### src/scb_consts.svh
`ifndef SCB_CONSTS_SVH
`define SCB_CONSTS_SVH

`define SCB_CLK_PERIOD_NS 10
`define SCB_TRP_NS 30
`define SCB_TRCD_NS 30
// Least times, so both round up to whole clock cycles.
`define SCB_TRP_CYC ((`SCB_TRP_NS + `SCB_CLK_PERIOD_NS - 1) / `SCB_CLK_PERIOD_NS)
`define SCB_TRCD_CYC ((`SCB_TRCD_NS + `SCB_CLK_PERIOD_NS - 1) / `SCB_CLK_PERIOD_NS)
`define SCB_TWR_CYC 2
`define SCB_TRC_CYC 7
`define SCB_TRSC_CYC 2

`define SCB_AUTOCLOSE_BIT 10
`define SCB_MODE_BT_BIT 3
`define SCB_MODE_CL_LSB 4
`define SCB_MODE_RST 7'h32
`define SCB_BL_FULL 3'h7
`define SCB_FULL_PAGE 10'h200

`endif

### src/scb_pkg.sv
package scb_pkg;

  typedef enum logic [3:0] {
    st_idle,
    st_activating,
    st_active,
    st_reading,
    st_writing,
    st_read_ac,
    st_write_ac,
    st_write_recov,
    st_precharging
  } scb_bank_state_t;

endpackage

### src/scb_bank_if.sv
`timescale 1ns/1ps
`default_nettype none

interface scb_bank_if
  import scb_pkg::*;
();
  logic            act;
  logic            col_rd;
  logic            col_wr;
  logic            close;
  logic            halt;
  logic            done;
  logic            autoclose;
  logic [11:0]     row;
  scb_bank_state_t state;
  logic [11:0]     open_row;

  modport ctl (
    output act, col_rd, col_wr, close, halt, done, autoclose, row,
    input  state, open_row
  );
  modport bank (
    input  act, col_rd, col_wr, close, halt, done, autoclose, row,
    output state, open_row
  );
endinterface

`default_nettype wire

### src/scb_bank.sv
`timescale 1ns/1ps
`default_nettype none
`include "scb_consts.svh"

module scb_bank
  import scb_pkg::*;
#(
  parameter int TRCD_CYC = `SCB_TRCD_CYC,
  parameter int TRP_CYC  = `SCB_TRP_CYC,
  parameter int TWR_CYC  = `SCB_TWR_CYC
) (
  input wire logic  ref_clk,
  input wire logic  rst_n,
  scb_bank_if.bank  bif
);

  scb_bank_state_t state_q;
  scb_bank_state_t state_d;
  scb_bank_state_t col_st;
  logic [7:0]      tmr_q;
  logic [7:0]      tmr_d;
  logic [11:0]     row_q;

  wire logic tmr_end = (tmr_q == 8'h0);
  wire logic col_new = bif.col_rd || bif.col_wr;
  wire logic in_burst = (state_q == st_reading) || (state_q == st_writing);

  assign col_st = bif.col_wr ? (bif.autoclose ? st_write_ac : st_writing)
                             : (bif.autoclose ? st_read_ac : st_reading);

  ////////////////////////////////////////////////////////////////////////
  // per-bank machine.
  always_comb begin
    state_d = state_q;
    tmr_d   = tmr_end ? tmr_q : tmr_q - 8'h1;
    case (state_q)
      st_idle: begin
        if (bif.act) begin
          state_d = st_activating;
          tmr_d   = 8'(TRCD_CYC - 1);
        end
      end
      st_activating: begin
        if (tmr_end) state_d = st_active;
      end
      st_active, st_reading, st_writing: begin
        if (bif.close) begin
          state_d = st_precharging;
          tmr_d   = 8'(TRP_CYC - 1);
        end else if (col_new) begin
          state_d = col_st;
        end else if (in_burst && (bif.done || bif.halt)) begin
          state_d = st_active;
        end
      end
      st_read_ac: begin
        if (bif.done) begin
          state_d = st_precharging;
          tmr_d   = 8'(TRP_CYC - 1);
        end
      end
      st_write_ac: begin
        if (bif.done) begin
          state_d = st_write_recov;
          tmr_d   = 8'(TWR_CYC - 1);
        end
      end
      st_write_recov: begin
        if (tmr_end) begin
          state_d = st_precharging;
          tmr_d   = 8'(TRP_CYC - 1);
        end
      end
      st_precharging: begin
        if (tmr_end) state_d = st_idle;
      end
      default: state_d = st_idle;
    endcase
  end

  always_ff @(posedge ref_clk or negedge rst_n) begin
    if (!rst_n) begin
      state_q <= st_idle;
      tmr_q   <= 8'h0;
      row_q   <= 12'h0;
    end else begin
      state_q <= state_d;
      tmr_q   <= tmr_d;
      if (state_q == st_idle && bif.act) row_q <= bif.row;
    end
  end

  assign bif.state    = state_q;
  assign bif.open_row = row_q;
endmodule

`default_nettype wire

### src/scb_cmd_bank_fsm.sv
`timescale 1ns/1ps
`default_nettype none
`include "scb_consts.svh"

// Overview of operation
// - Row open opens addressed row in idle bank.
// - Read starts burst; data after column latency.
// - Read with auto-close closes bank after burst.
// - Write takes burst-length words into open bank.
// - Write with auto-close closes bank after burst.
// - Bank close deactivates bank, ends running burst.
// - Close with auto-close bit closes every open bank; refused if a bank is activating or auto-closing.
// - Auto refresh uses internal counter, banks closed.
// - Auto refresh needs clock gating high twice.
// - Mode load needs bank, upper address low.
// - Self refresh entry on falling clock gating.
// - Self refresh exit on rising clock gating.
// - Idle: open latches row, close does nothing.
// - Mode load and refresh only when idle.
// - Active: access latches column and auto-close.
// - New access during plain read restarts burst.
// - New access during plain write restarts burst.
// - Deselect and no-operation let bursts continue.
// - Burst halt ends plain burst only.
// - Closing bank idles after precharge time.
// - Opening bank active after row-to-column delay.
module scb_cmd_bank_fsm
  import scb_pkg::*;
#(
  parameter int TRCD_CYC = `SCB_TRCD_CYC,
  parameter int TRP_CYC  = `SCB_TRP_CYC,
  parameter int TWR_CYC  = `SCB_TWR_CYC,
  parameter int TRC_CYC  = `SCB_TRC_CYC,
  parameter int TRSC_CYC = `SCB_TRSC_CYC
) (
  input  wire logic        ref_clk,
  input  wire logic        rst_n,
  input  wire logic        cs_n,
  input  wire logic        ras_n,
  input  wire logic        cas_n,
  input  wire logic        we_n,
  input  wire logic        cke,
  input  wire logic [1:0]  bank_select,
  input  wire logic [11:0] addr,
  output logic      [15:0] bank_states,
  output logic      [47:0] open_rows,
  output logic             data_strobe_q,
  output logic             burst_write_q,
  output logic      [1:0]  burst_bank_q,
  output logic      [8:0]  burst_col_q,
  output logic      [6:0]  mode_value_q,
  output logic      [13:0] refresh_addr_q,
  output logic             self_refresh_q,
  output logic             busy_q,
  output logic             illegal_cmd_q
);

  ////////////////////////////////////////////////////////////////////////
  // The controller runs on ref_clk, so the pins take one sampling stage.
  logic        cs_n_q;
  logic        cke_q;
  logic        cke_prev_q;
  logic [2:0]  rcw_q;
  logic [1:0]  ba_q;
  logic [11:0] addr_q;

  always_ff @(posedge ref_clk or negedge rst_n) begin
    if (!rst_n) begin
      cs_n_q     <= 1'b1;
      cke_q      <= 1'b1;
      cke_prev_q <= 1'b1;
      rcw_q      <= 3'h7;
      ba_q       <= 2'h0;
      addr_q     <= 12'h0;
    end else begin
      cs_n_q     <= cs_n;
      cke_q      <= cke;
      cke_prev_q <= cke_q;
      rcw_q      <= {ras_n, cas_n, we_n};
      ba_q       <= bank_select;
      addr_q     <= addr;
    end
  end

  ////////////////////////////////////////////////////////////////////////
  logic [7:0]  busy_cnt_q;
  logic [2:0]  lat_q;
  logic [9:0]  left_q;
  logic        fp_q;
  logic [8:0]  beat_q;
  logic [8:0]  col_base_q;

  wire logic sel_w   = !cs_n_q && cke_prev_q && !self_refresh_q && !busy_q;
  wire logic nop_w   = !cs_n_q && rcw_q == 3'h7;
  wire logic is_act  = sel_w && rcw_q == 3'h3;
  wire logic is_rd   = sel_w && rcw_q == 3'h5;
  wire logic is_wr   = sel_w && rcw_q == 3'h4;
  wire logic is_pre  = sel_w && rcw_q == 3'h2;
  wire logic is_halt = sel_w && rcw_q == 3'h6;
  wire logic is_ref  = sel_w && rcw_q == 3'h1 && cke_q;
  wire logic is_mload  = sel_w && rcw_q == 3'h0 && ba_q == 2'h0 && addr_q[11:7] == 5'h0;
  wire logic bad_mload = sel_w && rcw_q == 3'h0 && !is_mload;
  wire logic is_sin  = !cs_n_q && cke_prev_q && !cke_q && rcw_q == 3'h1 && !self_refresh_q
                       && !busy_q;
  wire logic is_sout = self_refresh_q && !cke_prev_q && cke_q && (cs_n_q || nop_w);
  wire logic autoclose_flag_bit = addr_q[`SCB_AUTOCLOSE_BIT];

  ////////////////////////////////////////////////////////////////////////
  scb_bank_if      bif [4] ();
  scb_bank_state_t st [4];
  logic [3:0]      idle_m;
  logic [3:0]      open_m;
  logic [3:0]      quiet_m;
  logic [3:0]      burst_m;

  wire logic all_idle = &idle_m;
  wire logic act_go   = is_act && idle_m[ba_q];
  wire logic col_go   = (is_rd || is_wr) && open_m[ba_q];
  wire logic pre_go   = is_pre && !autoclose_flag_bit && open_m[ba_q];
  wire logic close_all_go = is_pre && autoclose_flag_bit && &(open_m | quiet_m);
  wire logic halt_go  = is_halt && burst_m[ba_q];
  wire logic ref_go   = is_ref && all_idle;
  wire logic mload_go = is_mload && all_idle;
  wire logic sin_go   = is_sin && all_idle;

  wire logic illegal_w = (is_act && !idle_m[ba_q]) || ((is_rd || is_wr) && !open_m[ba_q])
                       || (is_pre && !autoclose_flag_bit && !(open_m[ba_q] || quiet_m[ba_q]))
                       || (is_pre && autoclose_flag_bit && !close_all_go) || bad_mload
                       || (is_halt && !open_m[ba_q]) || (is_ref && !all_idle)
                       || (is_mload && !all_idle) || (is_sin && !all_idle);

  wire logic kill_w = halt_go || close_all_go || (pre_go && ba_q == burst_bank_q);
  // quiet cycles let the burst run out.
  wire logic done_w = !col_go && !kill_w && lat_q == 3'h0 && left_q == 10'h1 && !fp_q;

  generate
    for (genvar g = 0; g < 4; g++) begin : g_bank
      assign st[g]      = bif[g].state;
      assign idle_m[g]  = st[g] == st_idle;
      assign quiet_m[g] = st[g] == st_idle || st[g] == st_precharging;
      assign burst_m[g] = st[g] == st_reading || st[g] == st_writing;
      assign open_m[g]  = burst_m[g] || st[g] == st_active;
      assign bif[g].act       = act_go && ba_q == 2'(g);
      assign bif[g].col_rd    = col_go && is_rd && ba_q == 2'(g);
      assign bif[g].col_wr    = col_go && is_wr && ba_q == 2'(g);
      assign bif[g].close     = (pre_go && ba_q == 2'(g)) || (close_all_go && open_m[g]);
      assign bif[g].halt      = halt_go && ba_q == 2'(g);
      // One beat counter serves all banks, so an access elsewhere ends this burst.
      assign bif[g].done      = (done_w && burst_bank_q == 2'(g)) || (col_go && ba_q != 2'(g));
      assign bif[g].autoclose = autoclose_flag_bit;
      assign bif[g].row       = addr_q;
      assign bank_states[4*g +: 4] = bif[g].state;
      assign open_rows[12*g +: 12] = bif[g].open_row;

      scb_bank #(
        .TRCD_CYC (TRCD_CYC),
        .TRP_CYC  (TRP_CYC),
        .TWR_CYC  (TWR_CYC)
      ) u_bank (
        .ref_clk (ref_clk),
        .rst_n   (rst_n),
        .bif     (bif[g])
      );
    end
  endgenerate

  ////////////////////////////////////////////////////////////////////////
  // Mode field decode; reserved latencies fall back to two.
  wire logic [2:0] bl_code = mode_value_q[2:0];
  wire logic [2:0] cl_f    = mode_value_q[`SCB_MODE_CL_LSB +: 3];
  wire logic [2:0] cl_w    = (cl_f < 3'h2) ? 3'h2 : cl_f;
  wire logic [9:0] bl_w    = (bl_code == `SCB_BL_FULL) ? `SCB_FULL_PAGE
                                                        : (10'h1 << bl_code[1:0]);
  wire logic [9:0] bl_m1   = bl_w - 10'h1;
  wire logic [8:0] mask_w  = bl_m1[8:0];
  wire logic [8:0] seq_w   = col_base_q + beat_q;
  wire logic [8:0] pick_w  = mode_value_q[`SCB_MODE_BT_BIT] ? (col_base_q ^ beat_q) : seq_w;
  wire logic [8:0] col_nx  = (col_base_q & ~mask_w) | (pick_w & mask_w);

  always_ff @(posedge ref_clk or negedge rst_n) begin
    if (!rst_n) begin
      lat_q         <= 3'h0;
      left_q        <= 10'h0;
      fp_q          <= 1'b0;
      beat_q        <= 9'h0;
      col_base_q    <= 9'h0;
      data_strobe_q <= 1'b0;
      burst_write_q <= 1'b0;
      burst_bank_q  <= 2'h0;
      burst_col_q   <= 9'h0;
    end else if (col_go) begin
      lat_q         <= is_wr ? 3'h0 : cl_w - 3'h1;
      left_q        <= bl_w;
      fp_q          <= bl_code == `SCB_BL_FULL;
      beat_q        <= 9'h0;
      col_base_q    <= addr_q[8:0];
      data_strobe_q <= 1'b0;
      burst_write_q <= is_wr;
      burst_bank_q  <= ba_q;
    end else if (kill_w) begin
      lat_q         <= 3'h0;
      left_q        <= 10'h0;
      data_strobe_q <= 1'b0;
    end else if (lat_q != 3'h0) begin
      lat_q         <= lat_q - 3'h1;
      data_strobe_q <= 1'b0;
    end else if (left_q != 10'h0) begin
      data_strobe_q <= 1'b1;
      burst_col_q   <= col_nx;
      beat_q        <= beat_q + 9'h1;
      if (!fp_q) left_q <= left_q - 10'h1;
    end else begin
      data_strobe_q <= 1'b0;
    end
  end

  ////////////////////////////////////////////////////////////////////////
  // Busy covers refresh and mode recovery; commands in it are dropped.
  always_ff @(posedge ref_clk or negedge rst_n) begin
    if (!rst_n) begin
      mode_value_q   <= `SCB_MODE_RST;
      refresh_addr_q <= 14'h0;
      self_refresh_q <= 1'b0;
      busy_q         <= 1'b0;
      busy_cnt_q     <= 8'h0;
      illegal_cmd_q  <= 1'b0;
    end else begin
      illegal_cmd_q <= illegal_w;
      if (mload_go) mode_value_q <= addr_q[6:0];
      if (ref_go) refresh_addr_q <= refresh_addr_q + 14'h1;
      if (sin_go) self_refresh_q <= 1'b1;
      else if (is_sout) self_refresh_q <= 1'b0;
      if (ref_go || is_sout) begin
        busy_cnt_q <= 8'(TRC_CYC - 1);
        busy_q     <= 1'b1;
      end else if (mload_go) begin
        busy_cnt_q <= 8'(TRSC_CYC - 1);
        busy_q     <= 1'b1;
      end else if (busy_cnt_q != 8'h0) begin
        busy_cnt_q <= busy_cnt_q - 8'h1;
      end else begin
        busy_q <= 1'b0;
      end
    end
  end

  wire logic quiet_w = !col_go && !kill_w;
endmodule

`default_nettype wire

### config.mk
export PLATFORM = sky130hd
export DESIGN_NAME = scb_cmd_bank_fsm
export DESIGN_NICKNAME = d
export VERILOG_FILES = /design/src/scb_pkg.sv /design/src/scb_bank_if.sv /design/src/scb_bank.sv /design/src/scb_cmd_bank_fsm.sv
export VERILOG_INCLUDE_DIRS = /design/src /design/src/src
export SDC_FILE = /design/constraint.sdc
export NUM_CORES = 1
export LEC_CHECK = 0
export ABC_AREA = 1
export ABC_CLOCK_PERIOD_IN_PS = 3250
export BUFFER_PORTS_ARGS = -buffer_cell sky130_fd_sc_hd__buf_2
export CAP_MARGIN = 30
export CORE_MARGIN = 2
export CORE_UTILIZATION = 25
export DETAILED_ROUTE_END_ITERATION = 10
export PLACE_DENSITY = 0.46
export REMOVE_ABC_BUFFERS = 1
export SLEW_MARGIN = 20
export SYNTH_ARGS = -nofsm -noshare
export SYNTH_HDL_FRONTEND = slang
export SYNTH_SLANG_ARGS = --single-unit
### constraint.sdc
create_clock -name ref_clk -period 3.25 [get_ports ref_clk]
set_input_delay 0.325 -clock ref_clk [delete_from_list [all_inputs] [get_ports ref_clk]]
set_output_delay 0.325 -clock ref_clk [all_outputs]
set_load 0.02 [all_outputs]
==> reports/results.tsv, run 1 <==
stage	metric	value	unit
grt	maximum number of pins on one net before global-route repair	87	
grt	first-pass GRT wire length	48750	um
power	Worst VDD drop	0.0004595	V
timing	endpoints failing hold	0	
critical_path	Crit Path Max Fanout	9	
timing	worst setup margin	509.8	ps
logic_synthesis	Synth Register Bits	193	
logic_synthesis	Yosys top cell by area	dfrtp_1	
timing	Rel. slew slack	48.29	%
logic_synthesis	Synth Cell Area	10510	um^2
placed_design	GPL Wtd Cong	0.8390	
logic_synthesis	Syn Inst Count	1293	
critical_path	Worst R2R End	g_bank[1].u_bank.tmr_q[7]	
logic_synthesis	Yosys top cell area share	43.83	%
drt	DR WL/cell	14.90	um
clocking	CTS max path bufs	2	
clocking	H-Tree Depth	4	
clocking	clock root buffer	clkbuf_16	
worst_hold_path	hold path depth	0	
grt	initial antenna violation count	2	
cells_and_area	fill cell count	4546	
logic_synthesis	syn_area_per_cell	8.125	um^2
floorplan	IO Pins	122	
drt	drt first pass iters	5	
cells_and_area	fraction of layout cells with a size suffix above 1	16.53	%
floorplan	Die Wd	209.0	um
clocking	CTS tree	done	
critical_path	Reg2Reg Depth	12	
worst_hold_path	worst min path class	flop to flop	
floorplan	Die H	209.0	um
floorplan	initial core utilization	25.21	%
timing	maximum clock rate	364.9	MHz
timing	period utilization	84.31	%
critical_path	CP Launch Type	flop	
logic_synthesis	dominant synthesized flop cell	dfrtp_1	
drt	# DRC	0	
critical_path	Crit Path Category	flop to flop	
cells_and_area	post-route cell area	12630	um^2
cells_and_area	Multi-input gate area	4970	um^2
clocking	worst skew pair latency	480	ps
drt	DR iter-0 viols	528	
placed_design	port bufs	121	
drt	final WL	29860	um
critical_path	Worst EP arrival	3100	ps
drt	routed vias	8984	
timing	setup violators final	0	
floorplan	core area	41670	um^2
drt	Via density	4.483	
logic_synthesis	fraction of registers with async set/reset	100.0	%
floorplan	Die ar.	43680	um^2
timing	Least-Margin Pin Slew	775.6	ps
cells_and_area	most common cell after layout, fill and taps aside	nand2_1	
timing	number of max-slew violations in the final report	0	
placed_design	dpl cell area	11860	um^2
logic_synthesis	synth unique cells	58	
critical_path	CP required	3610	ps
run_status	status	completed	
clocking	CTS Sinks	193	
cells_and_area	# nets final	1512	
logic_synthesis	number of enable flip-flop cells after synthesis	0	
logic_synthesis	Seq/Total Area, Yosys	46.08	%
worst_hold_path	Hold Path End	cke_prev_q	
cells_and_area	Layout area overhead	20.20	%
power	PwrDens	786.1	nW/um^2
grt	total gr overflow	0	
clocking	CTS clk-pin slew, worst paths	70	ps
timing	RSZ-0062 raised after global routing	no	
worst_hold_path	worst hold start	cke_q	
critical_path	Reg2Reg Launch Point	ba_q[1]	
drt	post-route antenna net violation count	0	
cells_and_area	commonest non-fill, non-tap cells in the layout	nand2_1 (308), dfrtp_1 (184), inv_1 (156), nor2_1 (142), buf_2 (120)	
grt	Tot GR Track Use	14.39	%
floorplan	row cnt	75	
flow_run	Max Cap Viol	0	
timing	Clock Skew	13.57	ps
critical_path	Crit. End Element	flop	
power	leakage	6.393	nW
placed_design	post-DP HPWL	22200	um
timing	crit path time final	2740	ps
logic_synthesis	main area contributors after synthesis	dfrtp_1 (44%), nand2_1 (11%), inv_1 (5.6%)	
logic_synthesis	Yosys warnings	0	
timing	setup TNS	0	ps
cells_and_area	Reg area	4841	um^2
grt	vias in the first global route	8857	
critical_path	R2R Setup Slk	510	ps
placed_design	worst slack, placed	529.2	ps
clocking	TritonCTS buffer count	17	
==> routing by layer <==
| layer | vias to the layer above | global-route usage (%) | wire [um] |
|---|---|---|---|
| li1 | 4533 | - | - |
| met1 | 4271 | 19.13 | 14240 |
| met2 | 152 | 22.67 | 13680 |
| met3 | 26 | 3.592 | 1394 |
| met4 | 2 | 5.222 | 529 |
| met5 | - | 0 | 13 |
==> layout make-up <==
type	instances	area share (%)
sequential	193	38.34
inverter	164	4.895
timing repair buffer	156	7.541
antenna	1	0.01982
multi-input combinational	919	39.36
clock buffer	20	3.537
clock inverter	12	0.9711
tap	539	5.341
==> cells in the mapped netlist (9+ instances only) <==
cell type,count
a21oi_1,34
nand3_1,87
inv_1,156
nand4_1,13
xor2_1,37
ha_1,39
clkbuf_1,13
dfrtp_1,184
o21ai_0,94
nor3_1,23
xnor2_1,13
nor2_1,142
nor2_2,13
dfstp_2,9
nand2_1,308
nand2_2,12
==> per-stage QoR <==
step,cells,util [%],hold slack (ps),power [W]
after floorplan,1276,-,29.41,0.006623
after global placement,1951,28.45,381.9,0.007832
after detailed placement,1951,28.45,380.4,0.007843
after CTS,2003,30.30,391.0,0.01007
after global routing,2004,30.31,400.9,0.01085
final,2004,30.31,392.8,0.009927
==> report_power, final <==
group / leakage [nW] / switching [W] / internal, W
clock: 0.280 / 0.00104 / 0.00110
combinational: 3.62 / 0.00267 / 0.00152
sequential: 2.49 / 0.000574 / 0.00303
==> logic make-up after synthesis <==
family	count (synthesis)	synth area share (%)
flip-flops	193	46.08
XOR/XNOR	50	4.169
AO/OA/AOI/OAI	184	10.03
AND/OR/NAND/NOR	645	28.28
adder cells (fa/ha/maj)	40	4.836
buffers and inverters	181	6.610
==> worst max-delay path: stages (launching register included) <==
cell     delay (ps)
dfrtp_1         550
nor2_2          400
nand3_1         150
nand2_2         110
nor2_4           50
nand2_2         200
nand4_4         170
nor2_8          260
nand3_4         120
nand3_1         110
nand4_1         140
nor2_2          270
nor2_1           80
==> state kept, by name, summed over array words and instances, names as in the netlist, 2 cells and up <==
| name | cells |
|---|---|
| g_bank.u_bank.bif.open_row | 48 |
| addr_q | 12 |
| left_q | 10 |
| beat_q | 9 |
| busy_cnt_q | 8 |
| rcw_q | 3 |
| burst_col_q | 9 |
| refresh_addr_q | 14 |
| ba_q | 2 |
| mode_value_q | 7 |
| g_bank.u_bank.bif.state | 16 |
| lat_q | 3 |
| col_base_q | 9 |
| burst_bank_q | 2 |
| g_bank.u_bank.tmr_q | 32 |
==> worst max-delay path by stage <==
stage	from	to	slack [ps]	cells past startpoint
finish	ba_q[1]	g_bank[1].u_bank.tmr_q[7]	510	12
floorplan	ba_q[1]	g_bank[1].u_bank.bif.state[1]	560	15
CTS	ba_q[1]	g_bank[1].u_bank.tmr_q[7]	510	12
detailed placement	ba_q[1]	g_bank[1].u_bank.tmr_q[5]	530	12
global placement	ba_q[1]	g_bank[0].u_bank.tmr_q[5]	570	12
global route	g_bank[3].u_bank.bif.state[1]	g_bank[0].u_bank.bif.state[1]	300	16
==> what timing repair did <==
item,in CTS,in global routing
endpoints found under the hold margin,99,0
gates resized for setup,0,0
hold buffers,20,0
setup buffers,0,0
Note: power is estimated with default switching activity, not from simulation.
==> run 2, diff against run 1 <==
Settings changed: ABC_CLOCK_PERIOD_IN_PS 3250 to 2300, PLACE_DENSITY 0.46 to 0.47.
Clock period 3.25 ns to 2.3 ns, I/O delays scaled along.
==> reports/results.tsv, run 2 (synthesis results as in run 1) <==
stage	metric	value	unit	change
run_status	status	finished with violations		
run_status	failing checks	setup timing		
clocking	TritonCTS buffer count	17		unchanged
critical_path	Worst R2R End	g_bank[2].u_bank.bif.state[1]		
timing	number of max-slew violations in the final report	0		unchanged
critical_path	Reg2Reg Launch Point	g_bank[1].u_bank.bif.state[2]		
timing	period utilization	103.8	%	+19 points
cells_and_area	Multi-input gate area	5465	um^2	+10%
floorplan	row cnt	75		unchanged
timing	Rel. slew slack	51.55	%	+3.3 points
cells_and_area	Layout area overhead	38.55	%	
timing	crit path time final	2388	ps	-352.7 ps
grt	initial antenna violation count	1		-1
power	PwrDens	1060	nW/um^2	+35%
grt	total gr overflow	0		unchanged
cells_and_area	Reg area	4850	um^2	+0.18%
cells_and_area	most common cell after layout, fill and taps aside	nand2_1		
cells_and_area	fill cell count	4433		-2.5%
cells_and_area	max reg flops	48		unchanged
critical_path	Crit Path Category	flop to flop		
floorplan	IO Pins	122		unchanged
timing	worst setup margin	-87.51	ps	-597.3 ps
floorplan	Die ar.	43680	um^2	unchanged
drt	# DRC	0		unchanged
floorplan	Die H	209.0	um	unchanged
drt	Via density	4.475		-0.17%
critical_path	CP Launch Type	flop		
placed_design	post-DP HPWL	23510	um	+5.9%
drt	routed vias	9761		+8.6%
placed_design	worst slack, placed	-317.8	ps	-847.0 ps
grt	Top Usage Layer GRT	met2		
critical_path	Reg2Reg Depth	17		+5
critical_path	R2R Setup Slk	-90	ps	-600 ps
floorplan	core area	41670	um^2	unchanged
grt	Tot GR Track Use	14.71	%	+0.32 points
clocking	worst skew pair latency	460	ps	-20 ps
drt	post-route antenna net violation count	0		unchanged
cells_and_area	commonest non-fill, non-tap cells in the layout	nand2_1 (278), dfrtp_1 (177), buf_4 (175), inv_1 (146), nor2_1 (121)		
drt	final WL	31880	um	+6.8%
timing	Fin Hold WS	196.9	ps	-195.8 ps
clocking	CTS tree	done		
power	power share of the sequential group	32.0	%	-4.3 points
critical_path	CP cell instances	inv_2 > nor2_4 > nand2_4 > nand3_2 > nand2_2 > nor2_4 > nand2_4 > nor2_4 > nand2_2 > inv_2 > nand2_2 > ha_4 > inv_2 > o211ai_1 > nand3_1 > nand3_1 > nand2_1		
timing	maximum clock rate	418.8	MHz	+15%
timing	RSZ-0062 raised after global routing	yes		
clocking	CTS clk-pin slew, worst paths	80	ps	about the same
power	Sw Pwr	0.006532	W	+53%
grt	maximum number of pins on one net before global-route repair	79		-9.2%
grt	met2 Resource Use GR	23.72	%	+1.1 points
critical_path	Worst EP arrival	2730	ps	-370 ps
power	sw frac	42.35	%	-0.78 points
critical_path	CP max stage delay	420	ps	-130 ps
critical_path	Crit. End Element	flop		
timing	Least-Margin Pin Slew	721.2	ps	-54.42 ps
clocking	H-Tree Depth	4		unchanged
clocking	CTS Sinks	193		unchanged
placed_design	port bufs	121		unchanged
worst_hold_path	worst min path class	input pin to asynchronous set/reset pin		
grt	vias in the first global route	9736		+9.9%
flow_run	Max Cap Viol	0		unchanged
critical_path	CP max stage cell	dfrtp_1		
power	leakage	7.390	nW	+16%
cells_and_area	number of antenna diodes	0		-1
floorplan	Die Wd	209.0	um	unchanged
critical_path	CP required	2640	ps	-970 ps
timing	Clock Skew	19.97	ps	+6.401 ps
power	Pint	0.008891	W	+57%
critical_path	Crit Path Max Fanout	6		-3
cells_and_area	# nets final	1690		+12%
power	clock share of power	19.0	%	-2.5 points
placed_design	GPL Wtd Cong	0.8647		+3.1%
grt	first-pass GRT wire length	50890	um	+4.4%
clocking	clock root buffer	clkbuf_16		
power	Logic pwr share	49.0	%	+6.7 points
grt	GR Util met3	3.156	%	-0.44 points
timing	endpoints failing hold	0		unchanged
clocking	CTS max path bufs	2		unchanged
drt	DR iter-0 viols	416		-21%
cells_and_area	fraction of layout cells with a size suffix above 1	32.16	%	+16 points
drt	DR WL/cell	14.62	um	-1.9%
power	Worst VDD drop	0.0006333	V	+38%
floorplan	initial core utilization	25.21	%	unchanged
drt	drt first pass iters	4		-1
grt	GR Util met1	19.38	%	+0.26 points
timing	setup violators final	14		+14
[run 2: what timing repair did]
item / CTS / global route
endpoints found under the hold margin: 86 / 0
gates cloned: 0 / 1
setup endpoints to repair: 59 / 78
resized for setup: 70 / 101
buffers inserted: 16 / 16
pin swaps: 26 / 44
hold buffers: 20 / 0
[run 2: how the worst max path moves through the flow]
stage,startpoint,to,cells after the start
after floorplan,ba_q[1],g_bank[1].u_bank.bif.state[1],15
after global placement,ba_q[1],burst_col_q[1],12
after detailed placement,ba_q[1],burst_col_q[8],11
after CTS,g_bank[0].u_bank.bif.state[2],refresh_addr_q[13],12
after global routing,g_bank[1].u_bank.bif.state[2],g_bank[2].u_bank.bif.state[1],17
final,g_bank[1].u_bank.bif.state[2],g_bank[2].u_bank.bif.state[1],17
[run 2: power groups by stage]
stage                     clock network [W]  logic (W)  registers, W
after floorplan                           0    0.00405       0.00531
after global placement                    0    0.00690       0.00498
after detailed placement                  0    0.00696       0.00497
after CTS                           0.00303    0.00725       0.00494
after global routing                0.00316    0.00850       0.00506
final                               0.00292    0.00756       0.00494
[run 2: routing by layer]
metal | up-vias | share of wire, %
li1 | 4878 | -
met1 | 4657 | 47
met2 | 182 | 46
met3 | 42 | 5.0
met4 | 2 | 2.2
met5 | - | 0.041
[run 2: final cells by class]
class,count,share of cell area (%)
sequential,193,33.32
timing repair buffer,334,16.35
tap,539,4.633
clock buffer,20,3.138
inverter,164,4.298
clock inverter,12,0.7135
multi-input combinational,919,37.55
[run 2: critical path, delay by kind of cell, from the launching register on]
| family | cells | cell delay, ps |
|---|---|---|
| buf+inv | 3 | 180 |
| compound gates | 1 | 150 |
| simple gates | 12 | 1230 |
| flops | 1 | 420 |
| fa+ha+maj | 1 | 270 |
[run 2: per-stage QoR]
| stage | utilization [%] | power (W) | area, um^2 | TNS [ps] | std cells |
|---|---|---|---|---|---|
| after floorplan | - | 0.009359 | 10430 | -18590 | 1276 |
| after global placement | 31.08 | 0.01188 | 12950 | -6157 | 2097 |
| after detailed placement | 31.08 | 0.01193 | 12950 | -7555 | 2097 |
| after CTS | 33.76 | 0.01522 | 14070 | -107.1 | 2165 |
| after global routing | 34.93 | 0.01672 | 14560 | -8057 | 2181 |
| final | 34.93 | 0.01542 | 14560 | -362.8 | 2181 |
==> run 3, diff against run 2 <==
Settings changed: CELL_PAD_IN_SITES_DETAIL_PLACEMENT set to 1, CELL_PAD_IN_SITES_GLOBAL_PLACEMENT set to 2, CTS_CLUSTER_SIZE set to 30, PLACE_DENSITY 0.47 to 0.68, RECOVER_POWER set to 100.
==> reports/results.tsv, run 3 (synthesis results as in run 1) <==
stage	metric	value	unit	change
critical_path	critical path depth	12		-5
cells_and_area	# nets final	1709		+1.1%
timing	worst setup margin	-32.48	ps	+55.03 ps
critical_path	CP required	2650	ps	about the same
cells_and_area	Layout area overhead	37.98	%	
cells_and_area	commonest non-fill, non-tap cells in the layout	nand2_1 (281), buf_4 (201), dfrtp_1 (180), inv_1 (147), nor2_1 (120)		
critical_path	CP Launch Type	flop		
clocking	TritonCTS buffer count	17		unchanged
grt	Tot GR Track Use	16.51	%	+1.8 points
floorplan	Die H	209.0	um	unchanged
worst_hold_path	hold path depth	2		
cells_and_area	most common cell after layout, fill and taps aside	nand2_1		
critical_path	Crit. End Element	flop		
timing	RSZ-0062 raised after global routing	yes		
critical_path	Crit Path Max Fanout	4		-2
cells_and_area	number of antenna diodes	0		unchanged
placed_design	port bufs	121		unchanged
timing	Fin Hold WS	405.2	ps	+208.3 ps
critical_path	CP most frequent cell	buf_4		
drt	routed vias	9778		+0.17%
timing	Clock Skew	10.98	ps	-8.999 ps
grt	total gr overflow	0		unchanged
flow_run	Max Cap Viol	0		unchanged
power	Worst VDD drop	0.0006152	V	-2.8%
grt	maximum number of pins on one net before global-route repair	65		-18%
drt	DR WL/cell	16.05	um	+9.8%
timing	period utilization	101.4	%	-2.4 points
cells_and_area	fraction of layout cells with a size suffix above 1	26.37	%	-5.8 points
run_status	status	finished with violations		
timing	crit path time final	2332	ps	-55.03 ps
worst_hold_path	worst min path class	input pin to flop		
timing	setup violators final	3		-11
critical_path	Reg2Reg Depth	12		-5
floorplan	row cnt	75		unchanged
critical_path	kind of cell adding the most delay to the critical path	simple AND/OR/NAND/NOR gates		
floorplan	core area	41670	um^2	unchanged
grt	initial antenna violation count	0		-1
drt	final WL	35320	um	+11%
timing	Rel. slew slack	6.789	%	-45 points
clocking	CTS clk-pin slew, worst paths	70	ps	about the same
run_status	failing checks	setup timing		
floorplan	Die ar.	43680	um^2	unchanged
grt	vias in the first global route	10440		+7.2%
clocking	H-Tree Depth	4		unchanged
timing	maximum clock rate	428.7	MHz	+2.4%
placed_design	post-DP HPWL	26800	um	+14%
drt	Via density	4.445		-0.69%
floorplan	initial core utilization	25.21	%	unchanged
cells_and_area	max reg flops	48		unchanged
power	leakage	7.056	nW	-4.5%
timing	setup TNS	-53.50	ps	+309.3 ps
clocking	worst skew pair latency	460	ps	about the same
grt	first-pass GRT wire length	56690	um	+11%
floorplan	IO Pins	122		unchanged
drt	post-route antenna net violation count	0		unchanged
clocking	CTS max path bufs	2		unchanged
critical_path	CP max stage cell	dfrtp_1		
critical_path	CP cell instances	inv_2 > buf_4 > nand2_4 > nor2_4 > nand4_4 > nor3_4 > buf_4 > buf_4 > nand4_1 > nand3b_1 > buf_4 > xnor2_2		
critical_path	Crit Path Category	flop to flop		
timing	endpoints failing hold	0		unchanged
clocking	CTS tree	done		
clocking	CTS Sinks	193		unchanged
drt	DR iter-0 viols	304		-27%
timing	number of max-slew violations in the final report	0		unchanged
floorplan	Die Wd	209.0	um	unchanged
drt	# DRC	0		unchanged
drt	drt first pass iters	6		+2
clocking	clock root buffer	clkbuf_16		
critical_path	CP max stage delay	430	ps	about the same
critical_path	Worst EP arrival	2680	ps	-50 ps
power	PwrDens	1073	nW/um^2	+1.3%
placed_design	GPL Wtd Cong	0.8188		-5.3%
critical_path	Worst Path Buf+Inv	5		+2
timing	Least-Margin Pin Slew	1398	ps	+676.9 ps
[run 3: worst reg2reg max path: stages (launching register included)]
cell and delay (ps):
dfrtp_1 430, inv_2 100, buf_4 120, nand2_4 70, nor2_4 190, nand4_4 190, nor3_4 200, buf_4 140
buf_4 100, nand4_1 100, nand3b_1 270, buf_4 190, xnor2_2 120
[run 3: report_power, final]
part           switching [W]  total (W)  leakage, nW  internal (W)
Combinational        0.00455    0.00759         4.29       0.00304
Sequential          0.000663    0.00494         2.49       0.00428
Clock                0.00150    0.00303        0.277       0.00153
[run 3: worst paths after layout]
check                      slack (ps)                        end                           from
setup / recovery                  -30          refresh_addr_q[8]  g_bank[1].u_bank.bif.state[2]
hold / removal                    410                      cke_q                            cke
max in group asynchronous         330                    ba_q[0]                          rst_n
hold reg to reg                   440                 cke_prev_q                          cke_q
setup reg to reg                  -30          refresh_addr_q[8]  g_bank[1].u_bank.bif.state[2]
min in group asynchronous         640  g_bank[0].u_bank.tmr_q[0]                          rst_n
[run 3: final cells by class]
cell class,count,area [um^2]
fill,5098,27170
multi-input combinational,919,5441
sequential,193,4846
timing repair buffer,353,2328
tap,539,674.4
inverter,164,629.4
clock buffer,17,425.4
clock inverter,15,150.1
[run 3: through the flow]
step / cell area (um^2) / total power [W] / setup WS (ps) / util (%) / std cells
finish: 14500 / 0.01555 / -32.48 / 34.79 / 2200
global route: 14500 / 0.01691 / -206.7 / 34.79 / 2200
CTS: 14160 / 0.01556 / -10.03 / 33.99 / 2180
detailed placement: 13120 / 0.01220 / -262.6 / 31.49 / 2116
global placement: 13120 / 0.01201 / -178.0 / 31.49 / 2116
floorplan: 10430 / 0.009359 / -394.5 / - / 1276
[run 3: repair_timing]
action                                  in CTS  in global routing
resized for setup                           51                 89
endpoints found under the setup margin      77                 90
hold buffers                                20                  0
buffers inserted                            12                 20
pin swaps                                   19                 30
hold endpoints to repair                    60                  0
[run 3: metal layers]
metal	up-vias	part of all wire, %	global-route usage, %
li1	4897	-	-
met1	4770	48	21.83
met2	89	48	27.93
met3	22	2.5	2.840
met4	0	1.1	4.261
met5	-	0	0
